### src/rtl/tbrc_map.svh
// Purpose: Sizes, field positions and codes of the trace control
// Assumes: Included by the FIFO and top-level design files of the trace buffer control
// Notes: Definitions only
`ifndef TBRC_MAP_SVH
`define TBRC_MAP_SVH
`define TBRC_STOP_BIT 31
`define TBRC_HALT_BIT 23
`define TBRC_STATE_HI 22
`define TBRC_STATE_LO 21
`define TBRC_PTR_HI 15
`define TBRC_PTR_LO 8
`define TBRC_CLR_BIT 7
`define TBRC_DIV_BIT 6
`define TBRC_MODE_HI 4
`define TBRC_MODE_LO 3
`define TBRC_SS_HI 2
`define TBRC_SS_LO 0
`define TBRC_CORE_WR_MASK 32'h00FF_FFFF
`define TBRC_SS_OFF 3'h0
`define TBRC_SS_UNCOND 3'h1
`define TBRC_SS_B0_B1 3'h5
`define TBRC_SS_B1_B0 3'h7
`define TBRC_MODE_CONT_BIT 0
`define TBRC_FIFO_DEPTH 8
`define TBRC_PKT_W 8
`define TBRC_BUF_AW 7
`endif

### src/rtl/tbrc_pkg.sv
// Purpose: Types shared by the trace buffer control
// Assumes: Nothing
// Notes: Field codes live in tbrc_map.svh
package tbrc_pkg;
    typedef enum logic [1:0] {
        TBRC_OFF,
        TBRC_WAIT_START,
        TBRC_RECORDING,
        TBRC_FINISHED
    } tbrc_state_t;
endpackage : tbrc_pkg

### src/rtl/tbrc_fifo.sv
// Purpose: Packet FIFO between the core and the trace storage
// Assumes: Single clock, flush drops every stored word
// Notes: Full and empty are decoded from the registered count
`timescale 1ns/10ps
`include "tbrc_map.svh"
module tbrc_fifo
    import tbrc_pkg::*;
#(
    parameter int W = `TBRC_PKT_W,
    parameter int DEPTH = `TBRC_FIFO_DEPTH
)
(
    // Clock and reset
    input wire logic clk,
    input wire logic rstn,
    input wire logic flush,
    // Fill side
    input wire logic in_valid,
    output logic in_ready,
    input wire logic [W-1:0] in_data,
    // Drain side
    output logic out_valid,
    input wire logic out_ready,
    output logic [W-1:0] out_data
);
    localparam int AW = $clog2(DEPTH);
    initial
    begin
        if (DEPTH < 2 || (1 << AW) != DEPTH || W < 1)
            $error("tbrc_fifo: DEPTH must be a power of two >= 2");
    end
    logic [W-1:0] mem_r [DEPTH];
    logic [AW-1:0] wp_r;
    logic [AW-1:0] rp_r;
    logic [AW:0] cnt_r;
    logic push;
    logic pop;
    assign push = in_valid && in_ready;
    assign pop = out_valid && out_ready;
    assign in_ready = (cnt_r != (AW+1)'(DEPTH));
    assign out_valid = (cnt_r != '0);
    assign out_data = mem_r[rp_r];
    always_ff @(posedge clk)
    begin
        if (push)
            mem_r[wp_r] <= in_data;
    end
    always_ff @(posedge clk or negedge rstn)
    begin
        if (!rstn)
        begin
            wp_r <= '0;
            rp_r <= '0;
            cnt_r <= '0;
        end
        else if (flush)
        begin
            wp_r <= '0;
            rp_r <= '0;
            cnt_r <= '0;
        end
        else
        begin
            if (push)
                wp_r <= wp_r + 1'b1;
            if (pop)
                rp_r <= rp_r + 1'b1;
            if (push && !pop)
                cnt_r <= cnt_r + 1'b1;
            else if (pop && !push)
                cnt_r <= cnt_r - 1'b1;
        end
    end
endmodule : tbrc_fifo

### src/rtl/tbrc_top.sv
// Purpose: Trace buffer recording control and its configuration register
// Assumes: Storage array, comparators and sync counters sit outside
// Notes: Register state uses por_n; rstn only flushes the packet path
`timescale 1ns/10ps
`include "tbrc_map.svh"
module tbrc_top
    import tbrc_pkg::*;
#(
    parameter int PKT_W = `TBRC_PKT_W,
    parameter int FIFO_DEPTH = `TBRC_FIFO_DEPTH,
    parameter int BUF_AW = `TBRC_BUF_AW
)
(
    // Clock and resets
    input wire logic clk,
    input wire logic rstn,
    input wire logic por_n,
    // Debug host register port
    input wire logic host_wr_en,
    input wire logic [31:0] host_wr_data,
    output logic [31:0] host_rd_data,
    input wire logic host_resume,
    // Core debug write port
    input wire logic core_wr_en,
    input wire logic [23:0] core_wr_data,
    // Breakpoint hits
    input wire logic pc_bp0_hit,
    input wire logic pc_bp1_hit,
    // Trace packets from the core
    input wire logic pkt_valid,
    output logic pkt_ready,
    input wire logic [PKT_W-1:0] pkt_data,
    // Trace storage write port
    output logic buf_wr_en,
    output logic [BUF_AW-1:0] buf_wr_addr,
    output logic [PKT_W-1:0] buf_wr_data,
    input wire logic buf_wr_ready,
    // Status to core and trigger logic
    output logic core_halt_req,
    output logic pc_sync_div16,
    output logic bp0_for_trigger,
    output logic bp1_for_trigger
);
    initial
    begin
        if (BUF_AW < 1 || BUF_AW > 7)
            $error("tbrc_top: BUF_AW must be 1 to 7");
    end

    tbrc_state_t state_r;
    tbrc_state_t state_nxt;
    logic [BUF_AW-1:0] ptr_lo_r;
    logic ptr_wrap_r;
    logic [1:0] mode_r;
    logic [2:0] ss_r;
    logic div16_r;
    logic halt_r;
    logic stop_r;
    logic [31:0] wdata;
    logic [31:0] wmask;
    logic wr_any;
    logic [2:0] ss_new;
    logic continuous;
    logic enable_edge;
    logic buf_clr;
    logic start_hit;
    logic stop_hit;
    logic fifo_out_valid;
    logic fifo_out_ready;
    logic [PKT_W-1:0] fifo_out_data;
    logic fifo_in_valid;
    logic fifo_in_ready;
    logic pop;
    logic last_loc;
    logic [7:0] ptr_field;
    localparam int FW = $clog2(FIFO_DEPTH) + 1;
    logic [FW-1:0] fill_r;
    logic [FW-1:0] fill_nxt;

    // Host write takes priority over a core write in the same cycle
    always_comb
    begin
        wr_any = host_wr_en || core_wr_en;
        if (host_wr_en)
        begin
            wdata = host_wr_data;
            wmask = 32'hFFFF_FFFF;
        end
        else
        begin
            wdata = {8'h00, core_wr_data};
            wmask = `TBRC_CORE_WR_MASK;
        end
    end

    assign ss_new = wdata[`TBRC_SS_HI:`TBRC_SS_LO];
    assign continuous = mode_r[`TBRC_MODE_CONT_BIT];
    assign enable_edge = wr_any && (ss_r == `TBRC_SS_OFF)
        && (ss_new != `TBRC_SS_OFF);
    assign buf_clr = (wr_any && wdata[`TBRC_CLR_BIT])
        || enable_edge
        || (host_resume && continuous);

    // Start and stop sources per start/stop code
    always_comb
    begin
        start_hit = 1'b0;
        stop_hit = 1'b0;
        case (ss_r)
            `TBRC_SS_UNCOND:
                start_hit = 1'b1;
            `TBRC_SS_B0_B1:
            begin
                start_hit = pc_bp0_hit;
                stop_hit = pc_bp1_hit;
            end
            `TBRC_SS_B1_B0:
            begin
                start_hit = pc_bp1_hit;
                stop_hit = pc_bp0_hit;
            end
            default:
            begin
                start_hit = 1'b0;
                stop_hit = 1'b0;
            end
        endcase
    end

    // Recording state
    always_comb
    begin
        state_nxt = state_r;
        case (state_r)
            TBRC_OFF:
            begin
                if (ss_r != `TBRC_SS_OFF)
                    state_nxt = TBRC_WAIT_START;
            end
            TBRC_WAIT_START:
            begin
                if (start_hit)
                    state_nxt = TBRC_RECORDING;
            end
            TBRC_RECORDING:
            begin
                if (stop_hit)
                    state_nxt = TBRC_FINISHED;
            end
            TBRC_FINISHED:
                state_nxt = TBRC_FINISHED;
            default:
                state_nxt = TBRC_OFF;
        endcase
        if (ss_r == `TBRC_SS_OFF)
            state_nxt = TBRC_OFF;
    end

    always_ff @(posedge clk or negedge por_n)
    begin
        if (!por_n)
            state_r <= TBRC_OFF;
        else if (buf_clr)
            state_r <= TBRC_OFF;
        else
            state_r <= state_nxt;
    end

    // Stop reached flag; set wins over a buffer reset in the same cycle
    always_ff @(posedge clk or negedge por_n)
    begin
        if (!por_n)
            stop_r <= 1'b0;
        else if (state_r == TBRC_RECORDING && stop_hit)
            stop_r <= 1'b1;
        else if (buf_clr)
            stop_r <= 1'b0;
    end

    // Configuration fields
    always_ff @(posedge clk or negedge por_n)
    begin
        if (!por_n)
        begin
            mode_r <= 2'h0;
            ss_r <= 3'h0;
            div16_r <= 1'b0;
        end
        else if (wr_any)
        begin
            mode_r <= wdata[`TBRC_MODE_HI:`TBRC_MODE_LO];
            ss_r <= ss_new;
            div16_r <= wdata[`TBRC_DIV_BIT];
        end
    end

    // Packet path: accepted only while recording
    assign fifo_in_valid = pkt_valid && pkt_ready
        && (state_r == TBRC_RECORDING) && !halt_r;
    assign fifo_out_ready = (state_r == TBRC_RECORDING) && !halt_r
        && buf_wr_ready && !buf_clr;
    assign pop = fifo_out_valid && fifo_out_ready;
    assign last_loc = (ptr_lo_r == {BUF_AW{1'b1}});

    tbrc_fifo #(
        .W(PKT_W),
        .DEPTH(FIFO_DEPTH)
    ) u_fifo (
        .clk(clk),
        .rstn(rstn),
        .flush(buf_clr),
        .in_valid(fifo_in_valid),
        .in_ready(fifo_in_ready),
        .in_data(pkt_data),
        .out_valid(fifo_out_valid),
        .out_ready(fifo_out_ready),
        .out_data(fifo_out_data)
    );

    // Mirror of the FIFO fill; ready promises room on the next edge
    always_comb
    begin
        fill_nxt = fill_r;
        if (buf_clr)
            fill_nxt = '0;
        else if ((fifo_in_valid && fifo_in_ready) && !pop)
            fill_nxt = fill_r + 1'b1;
        else if (pop && !(fifo_in_valid && fifo_in_ready))
            fill_nxt = fill_r - 1'b1;
    end

    // Packets offered while idle are taken and dropped, unless the FIFO was left full
    always_ff @(posedge clk or negedge rstn)
    begin
        if (!rstn)
        begin
            fill_r <= '0;
            pkt_ready <= 1'b0;
        end
        else
        begin
            fill_r <= fill_nxt;
            pkt_ready <= (fill_nxt != FW'(FIFO_DEPTH));
        end
    end

    // Write pointer; por_n only, so system reset leaves it intact
    always_ff @(posedge clk or negedge por_n)
    begin
        if (!por_n)
        begin
            ptr_lo_r <= '0;
            ptr_wrap_r <= 1'b0;
        end
        else if (buf_clr)
        begin
            ptr_lo_r <= '0;
            ptr_wrap_r <= 1'b0;
        end
        else if (pop)
        begin
            ptr_lo_r <= ptr_lo_r + 1'b1;
            if (last_loc)
                ptr_wrap_r <= 1'b1;
        end
    end

    // Full halt in continuous mode; set wins over a host clear
    always_ff @(posedge clk or negedge por_n)
    begin
        if (!por_n)
            halt_r <= 1'b0;
        else if (pop && last_loc && continuous)
            halt_r <= 1'b1;
        else if (buf_clr)
            halt_r <= 1'b0;
        else if (host_wr_en && !host_wr_data[`TBRC_HALT_BIT])
            halt_r <= 1'b0;
    end

    // Storage write port
    always_ff @(posedge clk or negedge rstn)
    begin
        if (!rstn)
        begin
            buf_wr_en <= 1'b0;
            buf_wr_addr <= '0;
            buf_wr_data <= '0;
        end
        else
        begin
            buf_wr_en <= pop;
            if (pop)
            begin
                buf_wr_addr <= ptr_lo_r;
                buf_wr_data <= fifo_out_data;
            end
        end
    end

    // Pointer field: sticky bit on top, low bits in the bottom
    always_comb
    begin
        ptr_field = 8'h00;
        ptr_field[BUF_AW-1:0] = ptr_lo_r;
        ptr_field[7] = ptr_wrap_r;
    end

    // Read-back and side outputs
    always_ff @(posedge clk or negedge por_n)
    begin
        if (!por_n)
        begin
            host_rd_data <= 32'h0000_0000;
            core_halt_req <= 1'b0;
            pc_sync_div16 <= 1'b0;
            bp0_for_trigger <= 1'b1;
            bp1_for_trigger <= 1'b1;
        end
        else
        begin
            host_rd_data <= 32'h0000_0000;
            host_rd_data[`TBRC_STOP_BIT] <= stop_r;
            host_rd_data[`TBRC_HALT_BIT] <= halt_r;
            host_rd_data[`TBRC_STATE_HI:`TBRC_STATE_LO] <= state_r;
            host_rd_data[`TBRC_PTR_HI:`TBRC_PTR_LO] <= ptr_field;
            host_rd_data[`TBRC_DIV_BIT] <= div16_r;
            host_rd_data[`TBRC_MODE_HI:`TBRC_MODE_LO] <= mode_r;
            host_rd_data[`TBRC_SS_HI:`TBRC_SS_LO] <= ss_r;
            core_halt_req <= halt_r;
            pc_sync_div16 <= div16_r;
            bp0_for_trigger <= !(ss_r == `TBRC_SS_B0_B1
                || ss_r == `TBRC_SS_B1_B0);
            bp1_for_trigger <= !(ss_r == `TBRC_SS_B0_B1
                || ss_r == `TBRC_SS_B1_B0);
        end
    end
endmodule : tbrc_top

### config.mk
export PLATFORM = sky130hd
export DESIGN_NAME = tbrc_top
export DESIGN_NICKNAME = d
export VERILOG_FILES = /design/src/rtl/tbrc_pkg.sv /design/src/rtl/tbrc_fifo.sv /design/src/rtl/tbrc_top.sv
export VERILOG_INCLUDE_DIRS = /design/src /design/src/rtl
export SDC_FILE = /design/constraint.sdc
export NUM_CORES = 1
export LEC_CHECK = 0
export BUFFER_PORTS_ARGS = -buffer_cell sky130_fd_sc_hd__clkbuf_2
export CORE_UTILIZATION = 50
export CTS_BUF_LIST = sky130_fd_sc_hd__clkbuf_4 sky130_fd_sc_hd__clkbuf_8
export DETAILED_ROUTE_END_ITERATION = 10
export MAX_ROUTING_LAYER = met4
export PLACE_DENSITY = 0.83
export SKIP_LAST_GASP = 1
export SLEW_MARGIN = 10
export SYNTH_ARGS = -nofsm -noshare
export SYNTH_HDL_FRONTEND = slang
export SYNTH_SLANG_ARGS = --single-unit
### constraint.sdc
create_clock -name clk -period 2.3 [get_ports clk]
set_input_delay 0.23 -clock clk [delete_from_list [all_inputs] [get_ports clk]]
set_output_delay 0.23 -clock clk [all_outputs]
set_load 0.01 [all_outputs]
==> metrics list <==
* Antenna fix cells: 0
- Share of cell area taken by muxes after synthesis: 0.111
- The checks that failed: setup timing.
- Setup repair after global routing could not meet its margin everywhere.
* Switching power of the nets: approximately 1200 µW
* Clock transition at the register clock pins on the worst setup and hold paths after CTS: ~0.07 ns
- The smallest clock period supported by the final layout is computed as approximately 2.3 ns.
* CTS H-tree lvls: 4
* Fraction of synthesis flops using an asynchronous set or reset pin: 0.515
* Placer Congestion: just over 0.8
- The first global-routing pass estimated ~18 mm of wire.
- The worst pin sits at a relative slew slack of 0.399.
- Routed Wire Length: approximately 12 mm
* Vias/cell: 5.56
- Of the synthesized area, sequential elements account for 0.652.
- After synthesis, the largest family of logic cells by area is multiplexers.
* Number of buffers between clock root and the deepest sink: 2
- The cell area that synthesis handed to floorplanning was 5560 µm².
- CP Data Arrival Time: between 2 and 3 ns
- Across all layers, the routed design uses 3579 vias.
- Die height: 107 µm
- Number of primary I/O pins: around 130
- Mean instance size in the synthesized netlist: 14.7 µm²
* Simple-gate portion of the synthesized area: 0.0958
* Static Leakage: 0.00281 µW
* Core region area: 10800 µm²
* Cell internal pwr: around 3800 µW
* WHS: about 0.048 ns
- For the final database, setup skew stands at about 0.012 ns.
- Share of the synthesized netlist area taken by xor and xnor gates: 0.0268
- Total clock buffers created by CTS: 17
- Of the total synthesized cell area, the portion taken by full adders, half adders and majority gates is 0.0157.
- The netlist uses 56 different library cells.
- At the later pin of the worst-skew pair, clock insertion delay measures between 0.4 and 0.5 ns.
- Area occupied by registers: around 3600 µm²
* Share of total power in the clock network: 0.406
* Worst Slack Setup Final: -0.0135 ns
- Total Die Area: about 12000 µm²
- Synthesis produced 378 cells.
- The final layout contains ~570 nets.
* Clock net sink count: ~130
- Number of antenna violations at the first check in global routing: 0
* Count of warnings emitted by yosys: 0
- Comb power frac: 0.078
- Count of maximum capacitance violations: 0
* Worst Path Required: 2.63 ns
* Clock Root Buffer: sky130_fd_sc_hd__clkbuf_8
* Remaining DRCs: 0
- Crit path kind: flop to flop
* Fraction of layout instances using a drive strength above 1: 0.367
- The synthesized design contains 64 enable-type register cells.
- Counting instances, the worst hold path has a depth of 3.
* Total number of placement rows: 38
* Type of element launching the critical path: flop
* Multi-input gate area: ~1800 µm²
- Number of endpoints with negative hold slack in the final report: 0
- Sum of net half-perimeters after detailed placement: roughly 7.3 mm
* Tightest Hold Check Type: primary input to flop
* GRT overflow: 0
- Of the total power, the share spent switching nets is 0.239.
* Number of cells on the worst reg-to-reg path: 9
* TritonCTS clock tree: done
- Post-synth top flop: sky130_fd_sc_hd__dfrtp_1
- For the pin with the worst max-slew slack, the measured transition is roughly 0.90 ns.
* Synth Register Bits: roughly 130
- For this run, the top clock speed supported by timing is approximately 430 MHz.
- Entering global routing, the biggest net connects 38 pins.
- The fraction of the mapped netlist area in compound gates was 0.0569.
- From left edge to right edge, the die measures about 110 µm.
* Sequential Power Share: 0.516
* Aggregate global-route resource usage: 0.220
- Pins Over Slew Limit: 0
- Area growth from synthesis to final layout: 21.6%
- Outcome: finished with violations
- CP max FO: 4
- Via count of the first global-routing pass: around 3700
- Setup violations remaining at the end of the flow were counted as 1.
- The layout has roughly 750 filler cells.
- Count of routing violations after the opening detailed-route iteration: 258
- Final period util: 1.01
- STA classifies the critical path endpoint as a flop.
* Remaining antenna violation count: 0
- Post-detailed-route wirelength per cell: 18.1 µm
- Port buffer count: between 70 and 80
- Pwr per Cell Area: 736 nW/µm²
- Before antenna repair, the detailed router went through 4 iterations.
* Worst vdd ir: about 0.00056 V
- Total power after layout: 4980 µW
- The initial utilization of the core area, before any placement, comes to 0.513.
-- worst max-delay path, stage by stage, from the launching register on --
cell and delay (ns):
sky130_fd_sc_hd__dfrtp_1 0.38, sky130_fd_sc_hd__or3_4 0.40, sky130_fd_sc_hd__or4_4 0.45, sky130_fd_sc_hd__nand2_4 0.09, sky130_fd_sc_hd__o21ai_4 0.08, sky130_fd_sc_hd__ha_4 0.25
sky130_fd_sc_hd__o21a_1 0.11, sky130_fd_sc_hd__o32ai_2 0.24, sky130_fd_sc_hd__xnor2_1 0.16, sky130_fd_sc_hd__nor2_1 0.05
-- cells in the mapped netlist, types with 6 or more instances --
cell / n / area [µm²]
sky130_fd_sc_hd__dfrtp_1: 67 / 1680
sky130_fd_sc_hd__edfxtp_1: 64 / 1920
sky130_fd_sc_hd__nor2_1: 29 / 109
sky130_fd_sc_hd__nand2_1: 28 / 105
sky130_fd_sc_hd__a21oi_1: 19 / 95.1
sky130_fd_sc_hd__buf_4: 18 / 135
sky130_fd_sc_hd__mux2i_1: 17 / 170
sky130_fd_sc_hd__mux4_2: 16 / 360
sky130_fd_sc_hd__o21ai_0: 11 / 55.1
sky130_fd_sc_hd__xnor2_1: 11 / 96.3
sky130_fd_sc_hd__buf_2: 8 / 40.0
sky130_fd_sc_hd__ha_1: 7 / 87.6
sky130_fd_sc_hd__inv_1: 7 / 26.3
sky130_fd_sc_hd__nand3_1: 7 / 35.0
sky130_fd_sc_hd__xor2_1: 6 / 52.6
-- metal layers --
metal,GRT usage,routed length (µm),share of wire,vias up
li1,-,-,-,1597
met1,0.243,4330,0.37,1811
met2,0.370,6300,0.54,145
met3,0.0617,756,0.065,26
met4,0.0988,244,0.021,0
met5,-,0,0,-
-- placed cells by master (no fill, tap or decap), types with 3 or more instances in the layout --
cell type	n
sky130_fd_sc_hd__a21oi_1	19
sky130_fd_sc_hd__buf_4	35
sky130_fd_sc_hd__bufinv_16	3
sky130_fd_sc_hd__clkbuf_2	71
sky130_fd_sc_hd__clkbuf_8	17
sky130_fd_sc_hd__clkinv_4	4
sky130_fd_sc_hd__conb_1	14
sky130_fd_sc_hd__dfrtp_1	67
sky130_fd_sc_hd__dlygate4sd3_1	5
sky130_fd_sc_hd__edfxtp_1	64
sky130_fd_sc_hd__ha_1	5
sky130_fd_sc_hd__inv_1	7
sky130_fd_sc_hd__mux2_2	5
sky130_fd_sc_hd__mux2i_1	17
sky130_fd_sc_hd__mux4_2	16
sky130_fd_sc_hd__nand2_1	28
sky130_fd_sc_hd__nand3_1	7
sky130_fd_sc_hd__nand4_1	5
sky130_fd_sc_hd__nor2_1	29
sky130_fd_sc_hd__o21ai_0	10
sky130_fd_sc_hd__xnor2_1	11
sky130_fd_sc_hd__xor2_1	6
-- final timing paths --
check	from	slack (ns)	endpoint
worst max-delay path	ss_r[2]$_DFFE_PN0P_	-0.01	u_fifo.cnt_r[3]$_DFFE_PN0P_
worst min-delay path	host_wr_data[0]	0.05	ss_r[0]$_DFFE_PN0P_
worst max register to register	ss_r[2]$_DFFE_PN0P_	-0.01	u_fifo.cnt_r[3]$_DFFE_PN0P_
worst min register to register	stop_r$_DFFE_PN0P_	0.38	host_rd_data[31]$_DFF_PN0_
max in group asynchronous	por_n	1.29	ptr_lo_r[5]$_DFFE_PN0P_
min in group asynchronous	rstn	0.42	u_fifo.cnt_r[2]$_DFFE_PN0P_
-- cell type report --
cell class / count / share of cell area
inverters: 7 / 0.00389
multi-input cells: 221 / 0.270
clock inverters: 14 / 0.0263
well taps: 140 / 0.0259
repair buffers: 112 / 0.102
flip-flops and latches: 132 / 0.536
clock buffers: 18 / 0.0357
-- cell families (layout without fill, tap and decap cells) --
family	count (synthesis)	in the layout
other	1	14
AND/OR/NAND/NOR	97	98
multiplexers	40	40
adder cells (fa/ha/maj)	7	7
flip-flops	132	132
AO/OA/AOI/OAI	45	45
XOR/XNOR	17	17
buffers and inverters	39	151
-- metrics by stage --
stage,worst slack (ns),utilization,std cells,TNS [ns],instance area [µm²]
floorplan,-0.149,-,391,-2.76,5630
global placement,-0.0850,0.572,603,-0.234,6200
detailed placement,-0.181,0.572,603,-0.699,6200
CTS,-0.0667,0.618,640,-0.140,6700
global route,-0.0595,0.624,644,-0.118,6760
finish,-0.0135,0.624,644,-0.0135,6760
-- flip-flops by register name (all words and copies together), names as in the netlist, 2 cells and up --
register / cells
u_fifo.wp_r: 3
u_fifo.mem_r: 64
u_fifo.rp_r: 3
u_fifo.cnt_r: 4
fill_r: 4
ss_r: 3
buf_wr_addr: 7
state_r: 2
host_rd_data: 18
mode_r: 2
buf_wr_data: 8
ptr_lo_r: 7
-- power groups by stage --
stage               registers, µW  logic, µW  clock network (µW)
CTS                          2570        378                2050
floorplan                    2630        200                   0
finish                       2570        390                2020
global route                 2570        431                2140
global placement             2610        346                   0
detailed placement           2620        362                   0
-- what timing repair did --
item	in CTS	in global routing
gates resized for setup	4	4
setup endpoints to repair	2	10
endpoints found under the hold margin	70	0
pin swaps	3	3
hold buffers	5	0
cloned	0	1
setup buffers	0	3
Note: power is estimated with default switching activity, not from simulation.
